$ cat config.mk
export PLATFORM = sky130hd
export DESIGN_NAME = sspe_exec
export DESIGN_NICKNAME = d
export VERILOG_FILES = /design/src/hdl/sspe_pkg.sv /design/src/hdl/sspe_exec.sv /design/src/hdl/sspe_sp_reg.sv
export SDC_FILE = /design/constraint.sdc
export NUM_CORES = 1
export LEC_CHECK = 0
export BUFFER_PORTS_ARGS = -buffer_cell sky130_fd_sc_hd__clkbuf_2
export CAP_MARGIN = 10
export CORE_MARGIN = 2
export CORE_UTILIZATION = 57
export CTS_CLUSTER_DIAMETER = 50
export DETAILED_ROUTE_END_ITERATION = 10
export GPL_ROUTABILITY_DRIVEN = 0
export GPL_TIMING_DRIVEN = 0
export PLACE_DENSITY = 0.86
export SKIP_CTS_REPAIR_TIMING = 1
export SYNTH_ARGS = -nofsm -noshare
export SYNTH_HDL_FRONTEND = slang
export SYNTH_SLANG_ARGS = --single-unit
export TNS_END_PERCENT = 100
$ cat constraint.sdc
create_clock -name clk -period 7 [get_ports clk]
set_input_delay 1.4 -clock clk [delete_from_list [all_inputs] [get_ports clk]]
set_output_delay 1.4 -clock clk [all_outputs]
set_load 0.02 [all_outputs]
$ cat src/hdl/sspe_pkg.sv
// Purpose: Shared constants and carrier types for the stack transfer unit.
// Assumes: 8-bit register file, 16-bit system stack pointer.
// Notes: Opcodes, widths and the state encodings live here.
package sspe_pkg;

  localparam logic [7:0] OPC_POP_DIRECT = 8'h50;
  localparam logic [7:0] OPC_POP_INDIRECT = 8'h51;
  localparam logic [7:0] OPC_PUSH_DIRECT = 8'h70;
  localparam logic [7:0] OPC_PUSH_INDIRECT = 8'h71;
  localparam logic [7:0] OPC_USER_POP_DOWN = 8'h92;
  localparam logic [7:0] OPC_USER_POP_UP = 8'h93;
  localparam int DATA_W = 8;
  localparam int SP_W = 16;
  localparam logic [15:0] SP_RESET = 16'h0000;
  localparam logic [15:0] SP_ONE = 16'h0001;
  localparam logic [7:0] BYTE_ONE = 8'h01;
  localparam logic [7:0] BYTE_ZERO = 8'h00;

  // One decoded instruction as handed in by the fetch stage.
  typedef struct packed {
    logic [7:0] opcode;
    logic [7:0] dst;
    logic [7:0] src;
  } sspe_instr_type;

  // One register-file write request.
  typedef struct packed {
    logic [7:0] addr;
    logic [7:0] data;
  } sspe_wr_type;

  typedef enum logic [6:0] {
    ST_IDLE = 7'b0000001,
    ST_RD_PTR = 7'b0000010,
    ST_RD_DATA = 7'b0000100,
    ST_WR_DST = 7'b0001000,
    ST_WR_PTR = 7'b0010000,
    ST_RD_IND = 7'b0100000,
    ST_WR_STACK = 7'b1000000
  } sspe_state_type;

endpackage

$ cat src/hdl/sspe_exec.sv
// Purpose: Executes stack pops, pushes and user-stack pops.
// Assumes: Register file and stack memory answer reads in the next cycle.
// Notes: Flags are never touched; busy stalls the issuing stage.
`timescale 1ns/1ps
`default_nettype none
// What this block does
// RULE1: POP reads byte at SP, writes destination, then increments SP.
// RULE2: No stack transfer instruction alters any condition flag.
// RULE3: User stack pointer is a register holding the stack top address.
// RULE4: Opcode 92 copies top into destination, then decrements pointer.
// RULE5: Opcode 93 copies top into destination, then increments pointer.
// RULE6: PUSH decrements SP first, then writes source at new SP.
// RULE7: SP is one 16-bit value; decrement from zero wraps to all ones.
// RULE8: Indirect POP writes to the register addressed by named register.
// RULE9: User stack pointer updates wrap modulo 256 silently.
module sspe_exec (
  input wire logic clk,
  input wire logic reset_n,
  input wire logic instr_valid,
  input wire sspe_pkg::sspe_instr_type instr,
  output logic instr_ready,
  output logic busy,
  output logic illegal_opcode,
  output logic [7:0] rf_rd_addr,
  output logic rf_rd_en,
  input wire logic [7:0] rf_rd_data,
  output logic rf_wr_en,
  output sspe_pkg::sspe_wr_type rf_wr,
  output logic [15:0] stk_addr,
  output logic stk_rd_en,
  input wire logic [7:0] stk_rd_data,
  output logic stk_wr_en,
  output logic [7:0] stk_wr_data,
  output logic flags_write_en,
  output logic [7:0] stack_pointer_high_byte,
  output logic [7:0] stack_pointer_low_byte
);

  sspe_pkg::sspe_state_type state_r, state_nxt;
  sspe_pkg::sspe_instr_type ins_r, ins_nxt;
  logic [7:0] byte_r, byte_nxt;
  logic [7:0] indirect_register_operand_r, indirect_register_operand_nxt;
  logic illegal_r, illegal_nxt;
  logic sp_inc;
  logic sp_dec;
  logic is_legal;

  sspe_sp_reg u_sp (
    .clk(clk),
    .reset_n(reset_n),
    .inc(sp_inc),
    .dec(sp_dec),
    .stack_pointer_high_byte(stack_pointer_high_byte),
    .stack_pointer_low_byte(stack_pointer_low_byte)
  );

  // RULE2: flags untouched. No path in this block ever writes a flag.
  assign flags_write_en = 1'b0;
  assign instr_ready = (state_r == sspe_pkg::ST_IDLE);
  assign busy = !instr_ready;
  assign illegal_opcode = illegal_r;
  assign stk_addr = {stack_pointer_high_byte, stack_pointer_low_byte};

  // Opcodes this block owns; anything else is refused with a pulse.
  always_comb begin
    case (instr.opcode)
      sspe_pkg::OPC_POP_DIRECT,
      sspe_pkg::OPC_POP_INDIRECT,
      sspe_pkg::OPC_PUSH_DIRECT,
      sspe_pkg::OPC_PUSH_INDIRECT,
      sspe_pkg::OPC_USER_POP_DOWN,
      sspe_pkg::OPC_USER_POP_UP: is_legal = 1'b1;
      default: is_legal = 1'b0;
    endcase
  end

  // Sequencer: at most one register-file and one stack access per state keeps ports simple.
  always_comb begin
    state_nxt = state_r;
    ins_nxt = ins_r;
    byte_nxt = byte_r;
    indirect_register_operand_nxt = indirect_register_operand_r;
    illegal_nxt = 1'b0;
    sp_inc = 1'b0;
    sp_dec = 1'b0;
    rf_rd_en = 1'b0;
    rf_rd_addr = sspe_pkg::BYTE_ZERO;
    rf_wr_en = 1'b0;
    rf_wr = '0;
    stk_rd_en = 1'b0;
    stk_wr_en = 1'b0;
    stk_wr_data = byte_r;
    case (state_r)
      sspe_pkg::ST_IDLE: begin
        if (instr_valid) begin
          ins_nxt = instr;
          illegal_nxt = !is_legal;
          if (!is_legal) begin
            state_nxt = sspe_pkg::ST_IDLE;
          end else if (instr.opcode == sspe_pkg::OPC_POP_DIRECT ||
                       instr.opcode == sspe_pkg::OPC_POP_INDIRECT) begin
            state_nxt = sspe_pkg::ST_RD_DATA;
          end else begin
            state_nxt = sspe_pkg::ST_RD_PTR;
          end
        end
      end
      sspe_pkg::ST_RD_PTR: begin
        // RULE3: pointer in regfile. User pointer or push source fetched.
        rf_rd_en = 1'b1;
        if (ins_r.opcode == sspe_pkg::OPC_PUSH_DIRECT ||
            ins_r.opcode == sspe_pkg::OPC_PUSH_INDIRECT) begin
          rf_rd_addr = ins_r.dst;
          state_nxt = sspe_pkg::ST_WR_STACK;
          if (ins_r.opcode == sspe_pkg::OPC_PUSH_INDIRECT) begin
            state_nxt = sspe_pkg::ST_RD_IND;
          end
        end else begin
          rf_rd_addr = ins_r.src;
          state_nxt = sspe_pkg::ST_RD_DATA;
        end
      end
      sspe_pkg::ST_RD_IND: begin
        // Second level of indirection for the indirect push source.
        rf_rd_en = 1'b1;
        rf_rd_addr = rf_rd_data;
        state_nxt = sspe_pkg::ST_WR_STACK;
      end
      sspe_pkg::ST_RD_DATA: begin
        if (ins_r.opcode == sspe_pkg::OPC_POP_DIRECT ||
            ins_r.opcode == sspe_pkg::OPC_POP_INDIRECT) begin
          // RULE1: read at SP. The stack byte is fetched before any update.
          stk_rd_en = 1'b1;
          if (ins_r.opcode == sspe_pkg::OPC_POP_INDIRECT) begin
            rf_rd_en = 1'b1;
            rf_rd_addr = ins_r.dst;
          end
        end else begin
          // RULE3: indirect source. The top is read through the pointer.
          indirect_register_operand_nxt = rf_rd_data;
          rf_rd_en = 1'b1;
          rf_rd_addr = rf_rd_data;
        end
        state_nxt = sspe_pkg::ST_WR_DST;
      end
      sspe_pkg::ST_WR_DST: begin
        rf_wr_en = 1'b1;
        if (ins_r.opcode == sspe_pkg::OPC_POP_DIRECT) begin
          rf_wr.addr = ins_r.dst;
          rf_wr.data = stk_rd_data;
          // RULE1: then increment. SP moves only after the byte is used.
          sp_inc = 1'b1;
          state_nxt = sspe_pkg::ST_IDLE;
        end else if (ins_r.opcode == sspe_pkg::OPC_POP_INDIRECT) begin
          // RULE8: indirect destination. Write goes where the register points.
          rf_wr.addr = rf_rd_data;
          rf_wr.data = stk_rd_data;
          sp_inc = 1'b1;
          state_nxt = sspe_pkg::ST_IDLE;
        end else begin
          // RULE4: copy top. Both user pops land in the named register.
          rf_wr.addr = ins_r.dst;
          rf_wr.data = rf_rd_data;
          state_nxt = sspe_pkg::ST_WR_PTR;
        end
      end
      sspe_pkg::ST_WR_PTR: begin
        rf_wr_en = 1'b1;
        rf_wr.addr = ins_r.src;
        // RULE9: silent byte wrap. 8-bit arithmetic drops the carry.
        if (ins_r.opcode == sspe_pkg::OPC_USER_POP_UP) begin
          // RULE5: pointer increment.
          rf_wr.data = indirect_register_operand_r + sspe_pkg::BYTE_ONE;
        end else begin
          // RULE4: pointer decrement.
          rf_wr.data = indirect_register_operand_r - sspe_pkg::BYTE_ONE;
        end
        state_nxt = sspe_pkg::ST_IDLE;
      end
      sspe_pkg::ST_WR_STACK: begin
        // RULE6: decrement first. The byte is held while SP settles.
        byte_nxt = rf_rd_data;
        sp_dec = 1'b1;
        state_nxt = sspe_pkg::ST_RD_DATA;
        ins_nxt.opcode = sspe_pkg::BYTE_ZERO;
      end
      default: begin
        state_nxt = sspe_pkg::ST_IDLE;
      end
    endcase
    // RULE6: write at new SP. Marked by the cleared opcode after decrement.
    if (state_r == sspe_pkg::ST_RD_DATA &&
        ins_r.opcode == sspe_pkg::BYTE_ZERO) begin
      stk_rd_en = 1'b0;
      rf_rd_en = 1'b0;
      rf_rd_addr = sspe_pkg::BYTE_ZERO;
      indirect_register_operand_nxt = indirect_register_operand_r;
      stk_wr_en = 1'b1;
      state_nxt = sspe_pkg::ST_IDLE;
    end
  end

  // State registers.
  always_ff @(posedge clk) begin
    if (!reset_n) begin
      state_r <= sspe_pkg::ST_IDLE;
      ins_r <= '0;
      byte_r <= sspe_pkg::BYTE_ZERO;
      indirect_register_operand_r <= sspe_pkg::BYTE_ZERO;
      illegal_r <= 1'b0;
    end else begin
      state_r <= state_nxt;
      ins_r <= ins_nxt;
      byte_r <= byte_nxt;
      indirect_register_operand_r <= indirect_register_operand_nxt;
      illegal_r <= illegal_nxt;
    end
  end

endmodule
`default_nettype wire

$ cat src/hdl/sspe_sp_reg.sv
// Purpose: The 16-bit system stack pointer built from its two bytes.
// Assumes: Only one of increment and decrement is asked for at a time.
// Notes: Wraps modulo 65536 in both directions.
`timescale 1ns/1ps
`default_nettype none
module sspe_sp_reg (
  input wire logic clk,
  input wire logic reset_n,
  input wire logic inc,
  input wire logic dec,
  output logic [7:0] stack_pointer_high_byte,
  output logic [7:0] stack_pointer_low_byte
);

  logic [15:0] sp_r;
  logic [15:0] sp_nxt;

  // RULE7: sixteen-bit wrap. Plain 16-bit arithmetic carries between bytes.
  always_comb begin
    sp_nxt = sp_r;
    if (inc) begin
      sp_nxt = sp_r + sspe_pkg::SP_ONE;
    end else if (dec) begin
      sp_nxt = sp_r - sspe_pkg::SP_ONE;
    end
  end

  // Pointer register.
  always_ff @(posedge clk) begin
    if (!reset_n) begin
      sp_r <= sspe_pkg::SP_RESET;
    end else begin
      sp_r <= sp_nxt;
    end
  end

  assign stack_pointer_high_byte = sp_r[15:8];
  assign stack_pointer_low_byte = sp_r[7:0];

endmodule
`default_nettype wire

==> results of run 1 <==
[kinds of logic (layout without fill, tap and decap cells)]
family | after synthesis | in the layout | share of synthesized area
flip-flops | 64 | 64 | 0.304
other | 1 | 1 | 0.000890
buffers and inverters | 58 | 186 | 0.0709
multiplexers | 26 | 26 | 0.0620
AO/OA/AOI/OAI | 133 | 133 | 0.197
adder cells (fa/ha/maj) | 24 | 24 | 0.0748
XOR/XNOR | 15 | 15 | 0.0312
AND/OR/NAND/NOR | 223 | 223 | 0.259
[critical path, stage by stage, from the launching register on]
cell	delay [ns]
dfxtp_1	0.33
or2_2	0.31
nor4_1	0.88
inv_1	0.38
ha_1	0.41
nor2b_1	0.14
o21ai_0	0.15
nand2b_1	0.12
a21o_1	0.19
a21oi_1	0.17
xor2_1	0.17
o22ai_1	0.09
clkbuf_2	0.17
[synth_stat cells (2+ instances only)]
library cell,n,area (um2)
a2111oi_0,2,17.5
a211oi_1,3,22.5
a21boi_0,2,15.0
a21o_1,6,45.0
a21oi_1,56,280
a222oi_1,9,90.1
a22o_1,8,70.1
a31oi_1,2,12.5
and2_1,5,31.3
and3_1,5,31.3
buf_1,2,7.51
buf_2,8,40.0
buf_4,17,128
clkbuf_1,16,60.1
clkinv_1,2,7.51
dfxtp_1,64,1280
fa_1,2,40.0
ha_1,22,275
inv_1,10,37.5
inv_2,2,7.51
mux2i_1,25,250
nand2_1,117,439
nand2b_1,3,18.8
nand3_1,20,100
nand3b_1,3,22.5
nand4_1,3,18.8
nand4b_1,5,43.8
nor2_1,29,109
nor2b_1,3,18.8
nor3_1,5,25.0
nor3b_1,5,37.5
nor4_1,2,12.5
nor4b_1,4,35.0
nor4b_2,3,45.0
o211ai_1,3,22.5
o21ai_0,19,95.1
o21ai_1,4,20.0
o21bai_1,2,15.0
o22ai_1,8,50.1
o31ai_1,2,15.0
or2_2,2,12.5
or3_1,2,12.5
xnor2_1,11,96.3
xor2_1,4,35.0
[power by group]
group          leakage (nW)  switching, W  internal (W)  total (W)
Clock                 0.102      0.000156      0.000175   0.000332
Sequential            0.520    0.00000904      0.000372   0.000381
Combinational          1.67     0.0000370     0.0000249  0.0000619
Total                  2.30      0.000202      0.000572   0.000775
[through the flow]
| step | hold slack [ns] | utilization | worst slack, ns | instance area [um2] | cells |
|---|---|---|---|---|---|
| 2_1_floorplan | 0.450 | - | 2.86 | 4220 | 544 |
| 3_3_place_gp | 0.447 | 0.679 | 2.32 | 4900 | 755 |
| 3_5_place_dp | 0.450 | 0.679 | 2.29 | 4900 | 755 |
| 4_1_cts | 0.460 | 0.708 | 1.91 | 5110 | 771 |
| 5_1_grt | 0.491 | 0.708 | 1.69 | 5110 | 771 |
| 6_report | 0.459 | 0.708 | 1.76 | 5110 | 771 |
[flip-flops by register name, indices dropped and copies added, names as in the netlist]
name and count:
ins_r 24, stk_wr_data 8, illegal_opcode 1, u_sp.sp_r 16, indirect_register_operand_r 8, state_r 7
[per-layer routing]
metal	vias up	part of all wire	routed length (um)	track usage
met2	223	0.47	5730	0.496
li1	2173	-	-	-
met3	33	0.076	932	0.0436
met4	0	0.031	382	0.123
met5	-	0	0	0
met1	2107	0.42	5150	0.390
[area by class of cell]
cell class              count  share of cell area
clock inverters             6              0.0135
multi-input cells         422               0.516
plain buffers              44              0.0483
repair buffers            112               0.110
flip-flops and latches     64               0.251
well taps                  99              0.0243
inverters                  14              0.0103
clock buffers              10              0.0270
[path summary, 6_finish.rpt]
path	startpoint	to
setup reg to reg	ins_r[23]	u_sp.sp_r[15]
setup / recovery	ins_r[21]	rf_wr[6]
hold / removal	stk_wr_data[4]	stk_wr_data[4]
hold reg to reg	stk_wr_data[4]	stk_wr_data[4]
==> results.md, run 1 <==
- Global-route wire length before repair: 20,000 um
- HP Class: reg2reg
- Routed len/inst: 15.8 um
- Clk buf depth: 2
- Most common cell after layout, fill and taps aside: nand2_1
- CTS tree: yes
- Async set-reset flop share out of synthesis: 0
- Crit Path Category: reg2out
- All-layer global routing usage: 0.298
- Final period util: 0.749
- Clk_lat worst skew: 0.35 ns
- VDD IR max: 0.000163 V
- Final setup TNS: 0 ns
- Vias in the first global route: 4,256
- Outcome: complete, no violations
- Fin. max-slew vios: 0
- Worst-Margin Slew: 1.08 ns
- FF/Latch Area: 1280 um2
- CP startpoint kind: register
- Detail Placement HPWL: 9300 um
- Die area: 8100 um2
- Via density: 5.88
- Period minus WS final: 5.24 ns
- Routed WL: 12,200 um
- Fin nets: 734
- Number of synthesized register bits: 64
- Worst Path Required: 5.60 ns
- Initial Utilization: 0.584
- Core Box Area: 7210 um2
- Final setup viols: 0
- Number of synthesized flops with an enable pin: 0
- Clk_skew: 0.00909 ns
- Total power: 0.000775 W
- # port buffers: 112
- Grt ovf: 0
- Maxcap violations: 0
- Cell count after synthesis: 544
- First drt pass iteration count: 5
- Top FF cell, synth: dfxtp_1
- Hold Path Depth: 2
- Pwr per Cell Area: 152 nW/um2
- Number of antenna violations at the first check in global routing: 0
- Mapped Area: 4220 um2
- Syn avg cell area: 7.75 um2
- Leak: 2.30 nW
- Register area share after synthesis: 0.304
- Antenna viol nets, final: 0
- Die Ht: 90.0 um
- Syn. warnings: 0
- Root Buffer: clkbuf_8
- ANT cells: 0
- Critical path peak fanout: 7
- CP arrival: 3.84 ns
- H-tree depth: 3
- Initial drt markers: 350
- Clk slew on worst S/H paths: 0.07 ns
- RSZ-0062 raised after global routing: no
- R2R depth: 12
- Vias post-DR: 4,536
- Fmax: 0.191 GHz
- Commonest non-fill, non-tap cells in the layout: nand2_1 (117), clkbuf_2 (112), dfxtp_1 (64)
- Drt drc: 0
- Die X: 90.0 um
- Multi-input gate area: 2640 um2
- I/O pin total: 115
- Row cnt: 31
- CTS Buf Count: 9
- Cell variety after synth: 61
- Flop2flop setup slack: 3.24 ns
- CP Capture Type: output pin
- Layout cells sized above 1: 0.246
- Final-report hold violation count: 0
- Clk sink count: 64
- Layout area overhead: 21.1%
- Syn_nets: 611
- Max_slew headroom: 0.274
- Fill count: 612
- Pin count of the biggest net entering global routing: 20
Note: power is estimated with default switching activity, not from simulation.
==> inputs of run 2 (changes only) <==
- ABC_AREA: not set -> 1
- CORE_UTILIZATION: 57 -> 54
- PLACE_DENSITY: 0.86 -> 0.81
- clock period: 7 -> 5.25 ns (I/O delays scaled with it)
==> run 2 against run 1 <==
  * Critical path depth stayed put
  * Power is 41% higher
  * Utilization is 3.9 points lower
  * Routed wire length is 11% higher
  * Largest power group unchanged
  * Worst hold slack better by 0.0086 ns
  * Sequential cell count stayed put
  * Largest cell class unchanged
==> results.md, run 2 <==
- Outcome: complete, no violations
- Syn_nets: 767
- Routed WL: 13,500 um
- Number of antenna violations at the first check in global routing: 0
- Worst hold path startpoint: ins_r[7]
- Crit-path cells: nand2_1 -> inv_1 -> nand4_1 -> ha_1 -> a21oi_1 -> nand2_1 -> nand2_1 -> o21bai_1 -> or2_2 -> nand3_1 -> nand2_1 -> clkbuf_2
- Max_slew headroom: 0.529
- Pin count of the biggest net entering global routing: 20
- Syn avg cell area: 6.65 um2
- VDD IR max: 0.000133 V
- Critical path buffers and inverters: 2
- Commonest non-fill, non-tap cells in the layout: nand2_1 (145), clkbuf_2 (113), inv_1 (96)
- Antenna viol nets, final: 0
- CP Depth: 12
- Crit-path most repeated cell: nand2_1
- Top FF cell, synth: dfxtp_1
- Clk sink count: 64
- Post-synth top area cell: dfxtp_1
- Core Box Area: 8300 um2
- Reg-to-reg critical path endpoint: u_sp.sp_r[9]
- Global-route wire length before repair: 22,200 um
- Clk slew on worst S/H paths: 0.08 ns
- Cell variety after synth: 38
- Async set-reset flop share out of synthesis: 0
- RSZ-0062 raised after global routing: no
- Layout area overhead: 19.4%
- Cell count after synthesis: 700
- Fmax: 0.262 GHz
- Die X: 96.8 um
- Final period util: 0.727
- Final setup TNS: 0 ns
- CTS Buf Count: 9
- Fin. max-slew vios: 0
- Most common cell after layout, fill and taps aside: nand2_1
- Syn. warnings: 0
- CP top delay family: simple AND/OR/NAND/NOR gates
- Pwr per Cell Area: 197 nW/um2
- ANT cells: 0
- Final setup viols: 0
- Period minus WS final: 3.82 ns
- Mapped Area: 4650 um2
- Leak: 2.93 nW
- Initial drt markers: 295
- Critical path endpoint: rf_wr[5]
- Core Util, Final: 0.669
- Fill count: 773
- First drt pass iteration count: 5
- Number of synthesized register bits: 64
- Maxcap violations: 0
- Final-report hold violation count: 0
- CP Capture Type: output pin
- Top-count cell post-synth: nand2_1
- H-tree depth: 3
- Crit. Startpoint: ins_r[20]
- Drt drc: 0
- R2R depth: 14
- Register area share after synthesis: 0.275
- CP arrival: 2.77 ns
- Vias post-DR: 5,113
- Clk buf depth: 2
- Clk_lat worst skew: 0.35 ns
- Commonest cells post-synth: nand2_1 (145), inv_1 (96), a21oi_1 (75), dfxtp_1 (64), nor2_1 (51)
- R2r startpoint: state_r[0]
- Die Ht: 96.8 um
- CTS tree: yes
- Critical path peak fanout: 9
- Number of flip-flops in the largest register: 24
- Worst-Margin Slew: 0.707 ns
- HP Class: reg2reg
- Initial Utilization: 0.561
- Top flop regs: ins_r (24), u_sp.sp_r (16)
- Detail Placement HPWL: 10,600 um
- Vias in the first global route: 4,796
- Row cnt: 33
- Crit Path Category: reg2out
- Layout cells sized above 1: 0.251
- Largest Register: ins_r
- Share of the synthesized area in the top cell type: 0.275
- Crit path largest cell delay: 0.50 ns
- Worst Path Required: 4.20 ns
- Flop2flop setup slack: 2.68 ns
- CP startpoint kind: register
- I/O pin total: 115
- Root Buffer: clkbuf_8
- Clk_skew: 0.0124 ns
- Crit-path slowest cell: ha_1
- Via density: 5.47
- Fin nets: 891
- Number of synthesized flops with an enable pin: 0
- Grt ovf: 0
- Synth top area cells: dfxtp_1 (28%), nand2_1 (12%), a21oi_1 (8.1%)
- All-layer global routing usage: 0.285
- Routed len/inst: 14.5 um
- Die area: 9370 um2
- # port buffers: 113
## run 2: cell types whose count changed in the layout (fill, tap and decap cells not counted), moves of 19 or more
cell     before  now
nand3_1      20   48
a21oi_1      56   75
o21ai_0      19   50
mux2i_1      25    0
inv_1        10   96
nor2_1       29   51
nand2_1     117  145
## run 2: power by group
group | internal (W) | switching [W]
Combinational | 0.0000478 | 0.0000905
Sequential | 0.000503 | 0.0000107
Clock | 0.000224 | 0.000220
## run 2: layout make-up
class / instances / area, um2 / share of cell area
Buffer: 38 / 268 / 0.0482
Clock buffer: 9 / 124 / 0.0223
Clock inverter: 7 / 80.1 / 0.0144
Inverter: 106 / 400 / 0.0721
Multi-Input combinational cell: 492 / 2700 / 0.487
Sequential cell: 64 / 1280 / 0.231
Tap cell: 105 / 131 / 0.0237
Timing Repair Buffer: 113 / 566 / 0.102
## run 2: tightest hold or removal path: cells and delay by family (launching register included)
kind                   cells  cell delay, ns
flip-flops                 1            0.32
AO/OA/AOI/OAI              1            0.05
buffers and inverters      1            0.06
## run 2: routing by layer
metal  global-route usage  vias to the layer above  share of wire
met5                    0                        -              0
met4               0.0975                        0          0.029
met3               0.0491                       38          0.086
met2                0.488                      253           0.47
met1                0.362                     2306           0.41
li1                     -                     2516              -
## run 2: through the flow
step | hold slack, ns | power, W | std cells | cell area, um2 | setup slack [ns]
2_1_floorplan | 0.439 | 0.000610 | 700 | 4650 | 2.05
3_3_place_gp | 0.454 | 0.000656 | 918 | 5350 | 1.89
3_5_place_dp | 0.457 | 0.000660 | 918 | 5350 | 1.82
4_1_cts | 0.468 | 0.00110 | 934 | 5550 | 1.45
5_1_grt | 0.489 | 0.00114 | 934 | 5550 | 1.21
6_report | 0.467 | 0.00110 | 934 | 5550 | 1.43
## run 2: how the worst min path moves through the flow
stage | endpoint | slack (ns) | cells past startpoint
after floorplan | ins_r[3] | 0.44 | 2
after global placement | ins_r[7] | 0.45 | 2
after detailed placement | ins_r[7] | 0.46 | 2
after CTS | ins_r[7] | 0.47 | 2
after global routing | indirect_register_operand_r[5] | 0.49 | 2
final | ins_r[7] | 0.47 | 2
## run 2: cell families (layout without fill, tap and decap cells)
kind of cell | Yosys count | after routing | synth area share
xor+xnor | 9 | 9 | 0.0169
other cells | 1 | 1 | 0.000806
compound gates | 165 | 165 | 0.193
simple gates | 293 | 293 | 0.302
buf+inv | 144 | 273 | 0.144
fa+ha+maj | 24 | 24 | 0.0678
flops | 64 | 64 | 0.275
